## config.mk

```make
export PLATFORM = sky130hd
export DESIGN_NAME = synth_cfg_device_flat
export DESIGN_NICKNAME = d
export VERILOG_FILES = /design/src/synth_pkg.sv /design/src/synth_link_if.sv /design/src/synth_cfg_device.sv /design/src/flat_wrapper.sv
export VERILOG_INCLUDE_DIRS = /design/src /design/src/src
export SDC_FILE = /design/constraint.sdc
export NUM_CORES = 1
export LEC_CHECK = 0
export BUFFER_PORTS_ARGS = -buffer_cell sky130_fd_sc_hd__buf_2
export CORE_MARGIN = 2
export CORE_UTILIZATION = 48
export CTS_CLUSTER_SIZE = 24
export DETAILED_ROUTE_END_ITERATION = 10
export GPL_ROUTABILITY_DRIVEN = 0
export MAX_ROUTING_LAYER = met4
export PLACE_DENSITY = 0.69
export SYNTH_ARGS = -nofsm -noshare
export SYNTH_HDL_FRONTEND = slang
export SYNTH_SLANG_ARGS = --single-unit
export TNS_END_PERCENT = 100
```

## constraint.sdc

```tcl
create_clock -name CLK -period 1.9 [get_ports CLK]
set_input_delay 0.38 -clock CLK [delete_from_list [all_inputs] [get_ports CLK]]
set_output_delay 0.38 -clock CLK [all_outputs]
set_load 0.005 [all_outputs]
```

## src/synth_regs.svh

```systemverilog
// Purpose: Shared constants for the synthesizer configuration link and both of its ends
// Assumes: 24-bit serial words, address code in bits 3:0
// Notes:   Definitions only
`ifndef SYNTH_REGS_SVH
`define SYNTH_REGS_SVH

// ----------------------------------------------------------------------------
// Word format
// ----------------------------------------------------------------------------
`define WORD_W          24
`define CODE_MSB        3
`define WORD_MSB        23
`define BIT_NUM_W       5
`define LAST_BIT        5'h17
`define CODE_WORD1      4'h3
`define CODE_WORD3      4'h7
`define PD_BIT          23
`define PD_RESET        1'h1

// ----------------------------------------------------------------------------
// Word three access-select bits
// ----------------------------------------------------------------------------
`define ACC_MUST_ONE    20
`define ACC_WORD5       21
`define ACC_WORD6       22
`define ACC_WORD7       23

// ----------------------------------------------------------------------------
// Forced default words for words five, six and seven
// ----------------------------------------------------------------------------
`define DEF_WORD5       24'h00_000B
`define DEF_WORD6       24'h00_000D
`define DEF_WORD7       24'h00_090F

// ----------------------------------------------------------------------------
// Word four layout
// ----------------------------------------------------------------------------
`define W4_AUTO_PU      23
`define W4_FIXED_HI     22
`define W4_FIXED_LO     18
`define W4_FIXED_VAL    5'h08
`define W4_DITHER_HI    17
`define W4_DITHER_LO    16
`define W4_MOD_HI       15
`define W4_MOD_LO       14
`define W4_ZERO         13
`define W4_DOUBLER      12
`define W4_OSC_BUF      11
`define W4_AUX_POL      10
`define W4_MAIN_POL     9
`define W4_AUX_PRESC    8
`define W4_SEL_HI       7
`define W4_SEL_LO       4

// ----------------------------------------------------------------------------
// Test pin selector codes
// ----------------------------------------------------------------------------
`define SEL_HIZ         4'h0
`define SEL_GP_HIGH     4'h1
`define SEL_GP_LOW      4'h2
`define SEL_DLD_BOTH    4'h3
`define SEL_DLD_MAIN    4'h4
`define SEL_DLD_AUX     4'h5
`define SEL_ALD_BOTH_OD 4'h6
`define SEL_ALD_MAIN_OD 4'h7
`define SEL_ALD_AUX_OD  4'h8
`define SEL_ALD_BOTH_PP 4'h9
`define SEL_ALD_MAIN_PP 4'hA
`define SEL_ALD_AUX_PP  4'hB
`define SEL_AUX_REF     4'hC
`define SEL_AUX_FB      4'hD
`define SEL_MAIN_REF    4'hE
`define SEL_MAIN_FB     4'hF

// ----------------------------------------------------------------------------
// Host timing and APB map
// ----------------------------------------------------------------------------
`define CLK_HZ          50_000_000
`define SCLK_MAX_HZ     20_000_000
`define SCLK_HALF       ((`CLK_HZ + 2 * `SCLK_MAX_HZ - 1) / (2 * `SCLK_MAX_HZ))
`define ADDR_W          12
`define OFF_DATA        12'h000
`define OFF_STATUS      12'h004
`define OFF_INT_STAT    12'h008
`define OFF_INT_MASK    12'h00C
`define ST_BUSY         0
`define ST_INIT_DONE    1
`define ST_SEEN_LO      8
`define INT_SENT        0
`define INT_W           2
`define INT_FORCED      1

`endif

```

## src/synth_pkg.sv

```systemverilog
// Purpose: Types shared by the device and host ends of the configuration link
// Assumes: synth_regs.svh supplies the word, code, bit-number and interrupt widths
// Notes:   Each end keeps all of its state in one packed struct
`include "synth_regs.svh"

package synth_pkg;

	// ------------------------------------------------------------------------
	// Word index from address code: code with bit 0 clear is word zero
	// ------------------------------------------------------------------------
	function automatic logic [2:0] word_index(input logic [`CODE_MSB:0] code);
		word_index = code[0] ? code[3:1] : 3'h0;
	endfunction

	// Host shift states, Gray along idle, low, high, latch
	typedef enum logic [1:0]
	{
		H_IDLE  = 2'b00,
		H_LOW   = 2'b01,
		H_HIGH  = 2'b11,
		H_LATCH = 2'b10
	} host_st_e;

	typedef struct packed
	{
		logic [2:0]           sclk_r;
		logic [1:0]           sdat_r;
		logic [2:0]           le_r;
		logic [1:0]           ce_r;
		logic [`WORD_MSB:0]   shift;
		logic                 main_pd;
		logic                 aux_pd;
		logic [`WORD_MSB:0]   w3;
		logic [`WORD_MSB:0]   w4;
		logic [`WORD_MSB:0]   w5;
		logic [`WORD_MSB:0]   w6;
		logic [`WORD_MSB:0]   w7;
		logic [`WORD_MSB:0]   e5;
		logic [`WORD_MSB:0]   e6;
		logic [`WORD_MSB:0]   e7;
		logic [3:0]           div_p;
		logic [3:0]           div_t;
		logic                 pin_o;
		logic                 pin_oe;
	} dev_state_s;

	typedef struct packed
	{
		host_st_e             st;
		logic [2:0]           cnt;
		logic [`BIT_NUM_W-1:0] nbit;
		logic [`WORD_MSB:0]   shift;
		logic                 sclk;
		logic                 sdat;
		logic                 le;
		logic [7:0]           seen;
		logic [`INT_W-1:0]    ist;
		logic [`INT_W-1:0]    imask;
		logic                 pready;
		logic                 pslverr;
		logic [31:0]          prdata;
		logic                 irq;
	} host_state_s;

endpackage

```

## src/synth_link_if.sv

```systemverilog
// Purpose: Three-wire serial link between the host end and the device end
// Assumes: Host drives all three wires
// Notes:   Word is shifted MSB first, taken on the latch-enable rise
`timescale 1ns/100ps

interface synth_link_if;
	logic sclk;    // Serial clock
	logic sdata;   // Serial data
	logic le;      // Latch enable

	modport host (output sclk, output sdata, output le);
	modport dev  (input sclk, input sdata, input le);
endinterface

```

## src/synth_cfg_device.sv

```systemverilog
// Purpose: Device end: serial word receiver, access-select bank and test pin selector
// Assumes: Link pins and chip enable are asynchronous; lock and divider inputs are on CLK
// Notes:   Effective optional words follow the access bits one cycle later
//          Masked words are still stored; a later access bit
//          shows the last host copy one cycle later
//          Test pin lags selector and lock inputs by one cycle
//          Both loops leave reset powered down
//          Lock and divider inputs must be on CLK
`timescale 1ns/100ps
`include "synth_regs.svh"

module synth_cfg_device
(
	// Clock and reset
	input  wire logic                CLK,
	input  wire logic                NRST,
	// Serial link
	synth_link_if.dev                LINK,
	// Chip enable pin, asynchronous
	input  wire logic                CE,
	// Loop status, same clock
	input  wire logic                DLOCK_MAIN,
	input  wire logic                DLOCK_AUX,
	input  wire logic                ALOCK_MAIN,
	input  wire logic                ALOCK_AUX,
	input  wire logic [3:0]          DIV_PULSE,
	// Configuration out
	output logic [`WORD_MSB:0]       WORD3,
	output logic [`WORD_MSB:0]       WORD4,
	output logic [`WORD_MSB:0]       WORD5,
	output logic [`WORD_MSB:0]       WORD6,
	output logic [`WORD_MSB:0]       WORD7,
	output logic                     FRAC22,
	output logic                     MAIN_PD,
	output logic                     AUX_PD,
	// Test pin
	output logic                     TEST_LOCK_O,
	output logic                     TEST_LOCK_OE
);

	// ------------------------------------------------------------------------
	// State
	// ------------------------------------------------------------------------
	// Registered state and its next value
	synth_pkg::dev_state_s q;
	synth_pkg::dev_state_s d;

	// ------------------------------------------------------------------------
	// Next-state logic
	// ------------------------------------------------------------------------

	// Receive, bank update and pin selection all derive from one copy of state
	always_comb
	begin
		logic [`WORD_MSB:0] w;
		logic               sclk_rise;
		logic               le_rise;
		logic [3:0]         sel;
		// Scratch values first, so no latch
		w = q.shift;
		sclk_rise = 1'b0;
		le_rise = 1'b0;
		sel = 4'h0;
		d = q;

		// Two-flop synchronisers; only stage 1 and 2 feed logic
		// Stage 0 may be metastable, so nothing reads it
		// Reset clears all stages, matching the idle low wires
		d.sclk_r = {q.sclk_r[1:0], LINK.sclk};
		d.sdat_r = {q.sdat_r[0], LINK.sdata};
		d.le_r = {q.le_r[1:0], LINK.le};
		d.ce_r = {q.ce_r[0], CE};
		sclk_rise = q.sclk_r[1] & ~q.sclk_r[2];
		le_rise = q.le_r[1] & ~q.le_r[2];

		// Shift MSB first on each serial clock rise
		// Data and clock pass equal stages, so setup is kept
		if (sclk_rise)
		begin
			d.shift = {q.shift[`WORD_MSB-1:0], q.sdat_r[1]};
		end

		// Word dispatch on latch; words are stored whatever the access bits say
		// No shift here: the host holds the clock low
		// while latch enable is high
		if (le_rise)
		begin
			unique case (synth_pkg::word_index(w[`CODE_MSB:0]))
				3'h0:
				begin
					// Chip enable low disables auto power-up
					if (q.w4[`W4_AUTO_PU] && q.ce_r[1])
					begin
						d.main_pd = 1'b0;
						d.aux_pd = 1'b0;
					end
				end
				// Power-down bits ride in the top bit
				3'h1: d.main_pd = w[`PD_BIT];
				3'h2: d.aux_pd = w[`PD_BIT];
				3'h3: d.w3 = w;
				3'h4: d.w4 = w;
				// Optional words kept even while masked
				3'h5: d.w5 = w;
				3'h6: d.w6 = w;
				3'h7: d.w7 = w;
			endcase
		end

		// Each optional word picks host copy or forced default on its own bit
		// One cycle of lag buys a clean flop output;
		// a cleared bit restores the default next edge
		d.e5 = q.w3[`ACC_WORD5] ? q.w5 : `DEF_WORD5;
		d.e6 = q.w3[`ACC_WORD6] ? q.w6 : `DEF_WORD6;
		d.e7 = q.w3[`ACC_WORD7] ? q.w7 : `DEF_WORD7;

		// Divider outputs halved by toggling on each pulse rise
		// Pulses share this clock, so no synchroniser;
		// a pulse must drop for a cycle or a rise is lost
		d.div_p = DIV_PULSE;
		d.div_t = q.div_t ^ (DIV_PULSE & ~q.div_p);

		// Test pin selector; open drain pulls low while unlocked
		// Open drain never drives high;
		// an outside pull-up gives the high level
		sel = q.w4[`W4_SEL_HI:`W4_SEL_LO];
		d.pin_o = 1'b0;
		d.pin_oe = 1'b1;
		unique case (sel)
			`SEL_HIZ:         d.pin_oe = 1'b0;
			`SEL_GP_HIGH:     d.pin_o = 1'b1;
			`SEL_GP_LOW:      d.pin_o = 1'b0;
			`SEL_DLD_BOTH:    d.pin_o = DLOCK_MAIN & DLOCK_AUX;
			`SEL_DLD_MAIN:    d.pin_o = DLOCK_MAIN;
			`SEL_DLD_AUX:     d.pin_o = DLOCK_AUX;
			// Released while locked
			`SEL_ALD_BOTH_OD: d.pin_oe = ~(ALOCK_MAIN & ALOCK_AUX);
			`SEL_ALD_MAIN_OD: d.pin_oe = ~ALOCK_MAIN;
			`SEL_ALD_AUX_OD:  d.pin_oe = ~ALOCK_AUX;
			`SEL_ALD_BOTH_PP: d.pin_o = ALOCK_MAIN & ALOCK_AUX;
			`SEL_ALD_MAIN_PP: d.pin_o = ALOCK_MAIN;
			`SEL_ALD_AUX_PP:  d.pin_o = ALOCK_AUX;
			// Toggles of the previous cycle
			`SEL_AUX_REF:     d.pin_o = q.div_t[0];
			`SEL_AUX_FB:      d.pin_o = q.div_t[1];
			`SEL_MAIN_REF:    d.pin_o = q.div_t[2];
			`SEL_MAIN_FB:     d.pin_o = q.div_t[3];
		endcase
	end

	// ------------------------------------------------------------------------
	// State register
	// ------------------------------------------------------------------------

	// Optional words come out of reset at their defaults, word four zero
	// Word four at zero leaves the pin released
	// Reset assigns constants only
	always_ff @(posedge CLK or negedge NRST)
	begin
		if (!NRST)
		begin
			q <= '0;
			q.main_pd <= `PD_RESET;
			q.aux_pd <= `PD_RESET;
			q.e5 <= `DEF_WORD5;
			q.e6 <= `DEF_WORD6;
			q.e7 <= `DEF_WORD7;
		end
		else
		begin
			q <= d;
		end
	end

	// ------------------------------------------------------------------------
	// Outputs, all from flops
	// ------------------------------------------------------------------------
	// Plain wires from the state flops
	assign WORD3 = q.w3;
	assign WORD4 = q.w4;
	assign WORD5 = q.e5;
	assign WORD6 = q.e6;
	assign WORD7 = q.e7;
	assign FRAC22 = q.w3[`ACC_WORD5];
	assign MAIN_PD = q.main_pd;
	assign AUX_PD = q.aux_pd;
	assign TEST_LOCK_O = q.pin_o;
	assign TEST_LOCK_OE = q.pin_oe;

endmodule

```

## src/flat_wrapper.sv

```systemverilog
// flat-port wrapper written by rule: the top's interface ports become plain ports
module synth_cfg_device_flat 
  (CLK, NRST, CE, DLOCK_MAIN, DLOCK_AUX, ALOCK_MAIN, ALOCK_AUX, DIV_PULSE, WORD3, WORD4, WORD5, WORD6, WORD7, FRAC22, MAIN_PD, AUX_PD, TEST_LOCK_O, TEST_LOCK_OE, LINK_sclk, LINK_sdata, LINK_le);
  synth_link_if LINK_i ();
  input  wire logic CLK;
  input  wire logic NRST;
  input  wire logic CE;
  input  wire logic DLOCK_MAIN;
  input  wire logic DLOCK_AUX;
  input  wire logic ALOCK_MAIN;
  input  wire logic ALOCK_AUX;
  input  wire logic [3:0] DIV_PULSE;
  output logic [`WORD_MSB:0] WORD3;
  output logic [`WORD_MSB:0] WORD4;
  output logic [`WORD_MSB:0] WORD5;
  output logic [`WORD_MSB:0] WORD6;
  output logic [`WORD_MSB:0] WORD7;
  output logic FRAC22;
  output logic MAIN_PD;
  output logic AUX_PD;
  output logic TEST_LOCK_O;
  output logic TEST_LOCK_OE;
  input wire logic [$bits(LINK_i.sclk)-1:0] LINK_sclk;
  input wire logic [$bits(LINK_i.sdata)-1:0] LINK_sdata;
  input wire logic [$bits(LINK_i.le)-1:0] LINK_le;
  assign LINK_i.sclk = LINK_sclk;
  assign LINK_i.sdata = LINK_sdata;
  assign LINK_i.le = LINK_le;
  synth_cfg_device u_core (.CLK(CLK), .NRST(NRST), .LINK(LINK_i), .CE(CE), .DLOCK_MAIN(DLOCK_MAIN), .DLOCK_AUX(DLOCK_AUX), .ALOCK_MAIN(ALOCK_MAIN), .ALOCK_AUX(ALOCK_AUX), .DIV_PULSE(DIV_PULSE), .WORD3(WORD3), .WORD4(WORD4), .WORD5(WORD5), .WORD6(WORD6), .WORD7(WORD7), .FRAC22(FRAC22), .MAIN_PD(MAIN_PD), .AUX_PD(AUX_PD), .TEST_LOCK_O(TEST_LOCK_O), .TEST_LOCK_OE(TEST_LOCK_OE));
endmodule
```

==> flow_summary.json <==
{
  "synth_largest_area_cell": "sky130_fd_sc_hd__dfrtp_1",
  "grt_setup_unrepaired": "no",
  "diodes": 0,
  "drt-initial-drc-count": 124,
  "tightestPinTransition_ps": 539.5,
  "critical_path_peak_fanout": 24,
  "i_o_pin_total": 139,
  "cts_buffers": 24,
  "grt_antenna_before_repair": 0,
  "num_vias": 4731,
  "dieWidth_um": 143.8,
  "drt.antenna.violating_nets": 0,
  "static-leakage-power_nw": 5.498,
  "cp-start-kind": "flip-flop",
  "die_y_um": 143.8,
  "critPathKind": "flip-flop to flip-flop",
  "total_power_mw": 12.28,
  "timing.critical_path.arrival_ps": 2090,
  "max_freq_ghz": 0.5852,
  "num-fill-cells": 1608,
  "pin_count_of_the_biggest_net_entering_global_routing": 70,
  "setup.worst_path.end_class": "flip-flop",
  "coreArea_um2": 19330,
  "synth-main-ff-cell": "sky130_fd_sc_hd__dfrtp_1",
  "synth_cell_type_count": 37,
  "syn-instance-count": 652,
  "yosys_reg_bits": 238,
  "synth.avg_cell_area_um2": 14.39,
  "grt_pass1_vias": 5093,
  "post_drt_wl_per_cell_um": 17.12,
  "synthTopCellsByCount": "sky130_fd_sc_hd__dfrtp_1, sky130_fd_sc_hd__buf_4, sky130_fd_sc_hd__mux2_2",
  "worst-endpoint-required_ps": 2280,
  "globalRoute.totalOverflow": 0,
  "timing.final.hold_violations": 0,
  "worst_slew_margin_rel_pct": 64.03,
  "drv_cap": 0,
  "finalNetCount": 716,
  "netlist_top_cells_area": "sky130_fd_sc_hd__dfrtp_1, sky130_fd_sc_hd__mux2_2, sky130_fd_sc_hd__buf_4",
  "finalSetupViolations": 0,
  "dieArea_um2": 20680,
  "floorplan.initialDensity_pct": 48.52,
  "yosysSeqAreaShare_pct": 63.67,
  "worstSkewPairLatency_ps": 500,
  "post-dp-hpwl_um": 11400,
  "detail_route.first_pass.iterations": 4,
  "timing.final.crit_share_pct": 89.94,
  "cts.reportedPaths.clkPinSlew_ps": 60,
  "fin_skew_ps": 7.748,
  "drive_gt1_share_pct": 49.51,
  "postLayoutCoreUtil_pct": 54.58,
  "highest_ir_drop_seen_on_vdd_mv": 0.7110,
  "area_growth_syn_to_layout_pct": 12.48,
  "numClockSinks": 238,
  "tritoncts": "done",
  "synth_async_sr_flop_share_pct": 100.0,
  "synth_area_um2": 9381,
  "totalWireLength_um": 16850,
  "grt.total_usage_pct": 17.37,
  "grt_first_pass_wirelength_um": 27220,
  "cts.repair.resized": 0,
  "final.min_clock_period_ps": 1709,
  "yosysWarningCount": 0,
  "slew_viol_final": 0,
  "place.port_buffers": 138,
  "status": "complete, no violations",
  "drt-vias-per-instance": 4.808,
  "cts.root.buffer_cell": "sky130_fd_sc_hd__clkbuf_16",
  "clock_tree.htree_level_count": 1,
  "synth_enable_flop_cells": 0,
  "post-route-drc-count": 0,
  "holdCritPathClass": "primary input to flip-flop",
  "area_share_of_the_largest_cell_type_after_synthesis_pct": 59.75,
  "cellPowerDensity_nw_per_um2": 1164,
  "cts.path.max_buffers": 3,
  "setup-tns-final_ps": 0,
  "syn_nets": 666,
  "whs_ps": 246.6,
  "rows": 51,
  "synth_most_common_cell": "sky130_fd_sc_hd__dfrtp_1"
}
-- worst paths after layout --
| kind | slack (ps) | start | to | cells after the start |
|---|---|---|---|---|
| hold reg to reg | 350 | u_core.d[236] | u_core.d[237] | 0 |
| hold / removal | 250 | ALOCK_MAIN | u_core.TEST_LOCK_OE | 4 |
| setup / recovery | 190 | u_core.q[207] | u_core.q[146] | 4 |
| max in group asynchronous | 810 | NRST | u_core.WORD5[17] | 3 |
| setup reg to reg | 190 | u_core.q[207] | u_core.q[146] | 4 |
| min in group asynchronous | 440 | NRST | u_core.q[85] | 2 |
-- per-layer routing --
| metal | GRT usage (%) | wire length, µm | vias up |
|---|---|---|---|
| met2 | 28.50 | 8270 | 126 |
| met5 | - | 0 | - |
| li1 | - | - | 2136 |
| met3 | 2.966 | 797 | 30 |
| met1 | 22.44 | 7411 | 2439 |
| met4 | 5.005 | 367 | 0 |
-- cells by family (layout without fill, tap and decap cells) --
kind of cell / count (synthesis) / in the layout / share of synthesized area, %
AO/OA/AOI/OAI: 11 / 11 / 0.8670
XOR/XNOR: 4 / 4 / 0.3734
buffers and inverters: 146 / 213 / 11.08
flip-flops: 238 / 238 / 63.67
multiplexers: 127 / 127 / 15.20
AND/OR/NAND/NOR: 126 / 126 / 8.802
-- repair_timing --
item / in CTS / in global routing
buffers inserted: 0 / 0
hold buffers: 9 / 0
setup endpoints to repair: 0 / 0
endpoints found under the hold margin: 59 / 0
-- report_power, final --
| part | switching, mW | internal [mW] |
|---|---|---|
| combinational | 0.457 | 0.734 |
| sequential | 0.582 | 5.67 |
| clock | 1.90 | 2.94 |
-- sequential cells by signal, indices dropped and copies added, names as in the netlist --
signal               cells
u_core.q               108
u_core.WORD3            24
u_core.WORD4            24
u_core.WORD5            24
u_core.WORD6            24
u_core.WORD7            24
u_core.d                 6
u_core.AUX_PD            1
u_core.MAIN_PD           1
u_core.TEST_LOCK_O       1
u_core.TEST_LOCK_OE      1
-- worst max-delay path: stages (launching register included) --
cell                      delay (ps)
sky130_fd_sc_hd__dfrtp_1         520
sky130_fd_sc_hd__inv_1           150
sky130_fd_sc_hd__nor4_4          330
sky130_fd_sc_hd__buf_12          230
sky130_fd_sc_hd__mux2_2          360
-- through the flow --
stage               area, µm²  setup slack, ps  std cells
floorplan                9382            261.1        652
global placement         9639            253.3        932
detailed placement       9639            201.1        932
CTS                     10550            180.5        984
global route            10550            100.7        984
finish                  10550            191.1        984
-- layout make-up --
type | count | area (µm²) | area share, %
Clock buffer | 33 | 685.7 | 6.498
Clock inverter | 10 | 137.6 | 1.304
Inverter | 2 | 7.507 | 0.07114
Multi-Input combinational cell | 268 | 2381 | 22.56
Sequential cell | 238 | 5973 | 56.60
Tap cell | 265 | 331.6 | 3.142
Timing Repair Buffer | 168 | 1036 | 9.817
-- layout by cell type (no fill, tap or decap), types with 2 or more instances in the layout --
cell,netlist,layout
sky130_fd_sc_hd__and2_1,62,62
sky130_fd_sc_hd__clkbuf_16,0,25
sky130_fd_sc_hd__clkinvlp_4,0,2
sky130_fd_sc_hd__bufinv_16,0,3
sky130_fd_sc_hd__nor2_1,5,4
sky130_fd_sc_hd__nand2_1,3,3
sky130_fd_sc_hd__buf_12,0,7
sky130_fd_sc_hd__clkbuf_1,9,5
sky130_fd_sc_hd__nand2b_1,22,22
sky130_fd_sc_hd__or3b_2,2,2
sky130_fd_sc_hd__nor2b_1,7,5
sky130_fd_sc_hd__mux2_2,123,123
sky130_fd_sc_hd__buf_2,9,137
sky130_fd_sc_hd__dfstp_2,14,14
sky130_fd_sc_hd__inv_1,2,2
sky130_fd_sc_hd__nand4b_1,2,2
sky130_fd_sc_hd__mux2i_1,3,3
sky130_fd_sc_hd__nand3b_1,2,2
sky130_fd_sc_hd__clkinv_2,0,3
sky130_fd_sc_hd__a21oi_1,2,2
sky130_fd_sc_hd__xnor2_1,4,4
sky130_fd_sc_hd__buf_4,124,14
sky130_fd_sc_hd__dlygate4sd3_1,0,9
sky130_fd_sc_hd__clkbuf_8,0,3
sky130_fd_sc_hd__o21ai_0,2,2
sky130_fd_sc_hd__or2_2,13,13
sky130_fd_sc_hd__dfrtp_1,224,224
No activity file was read; power rests on OpenSTA's default activity.
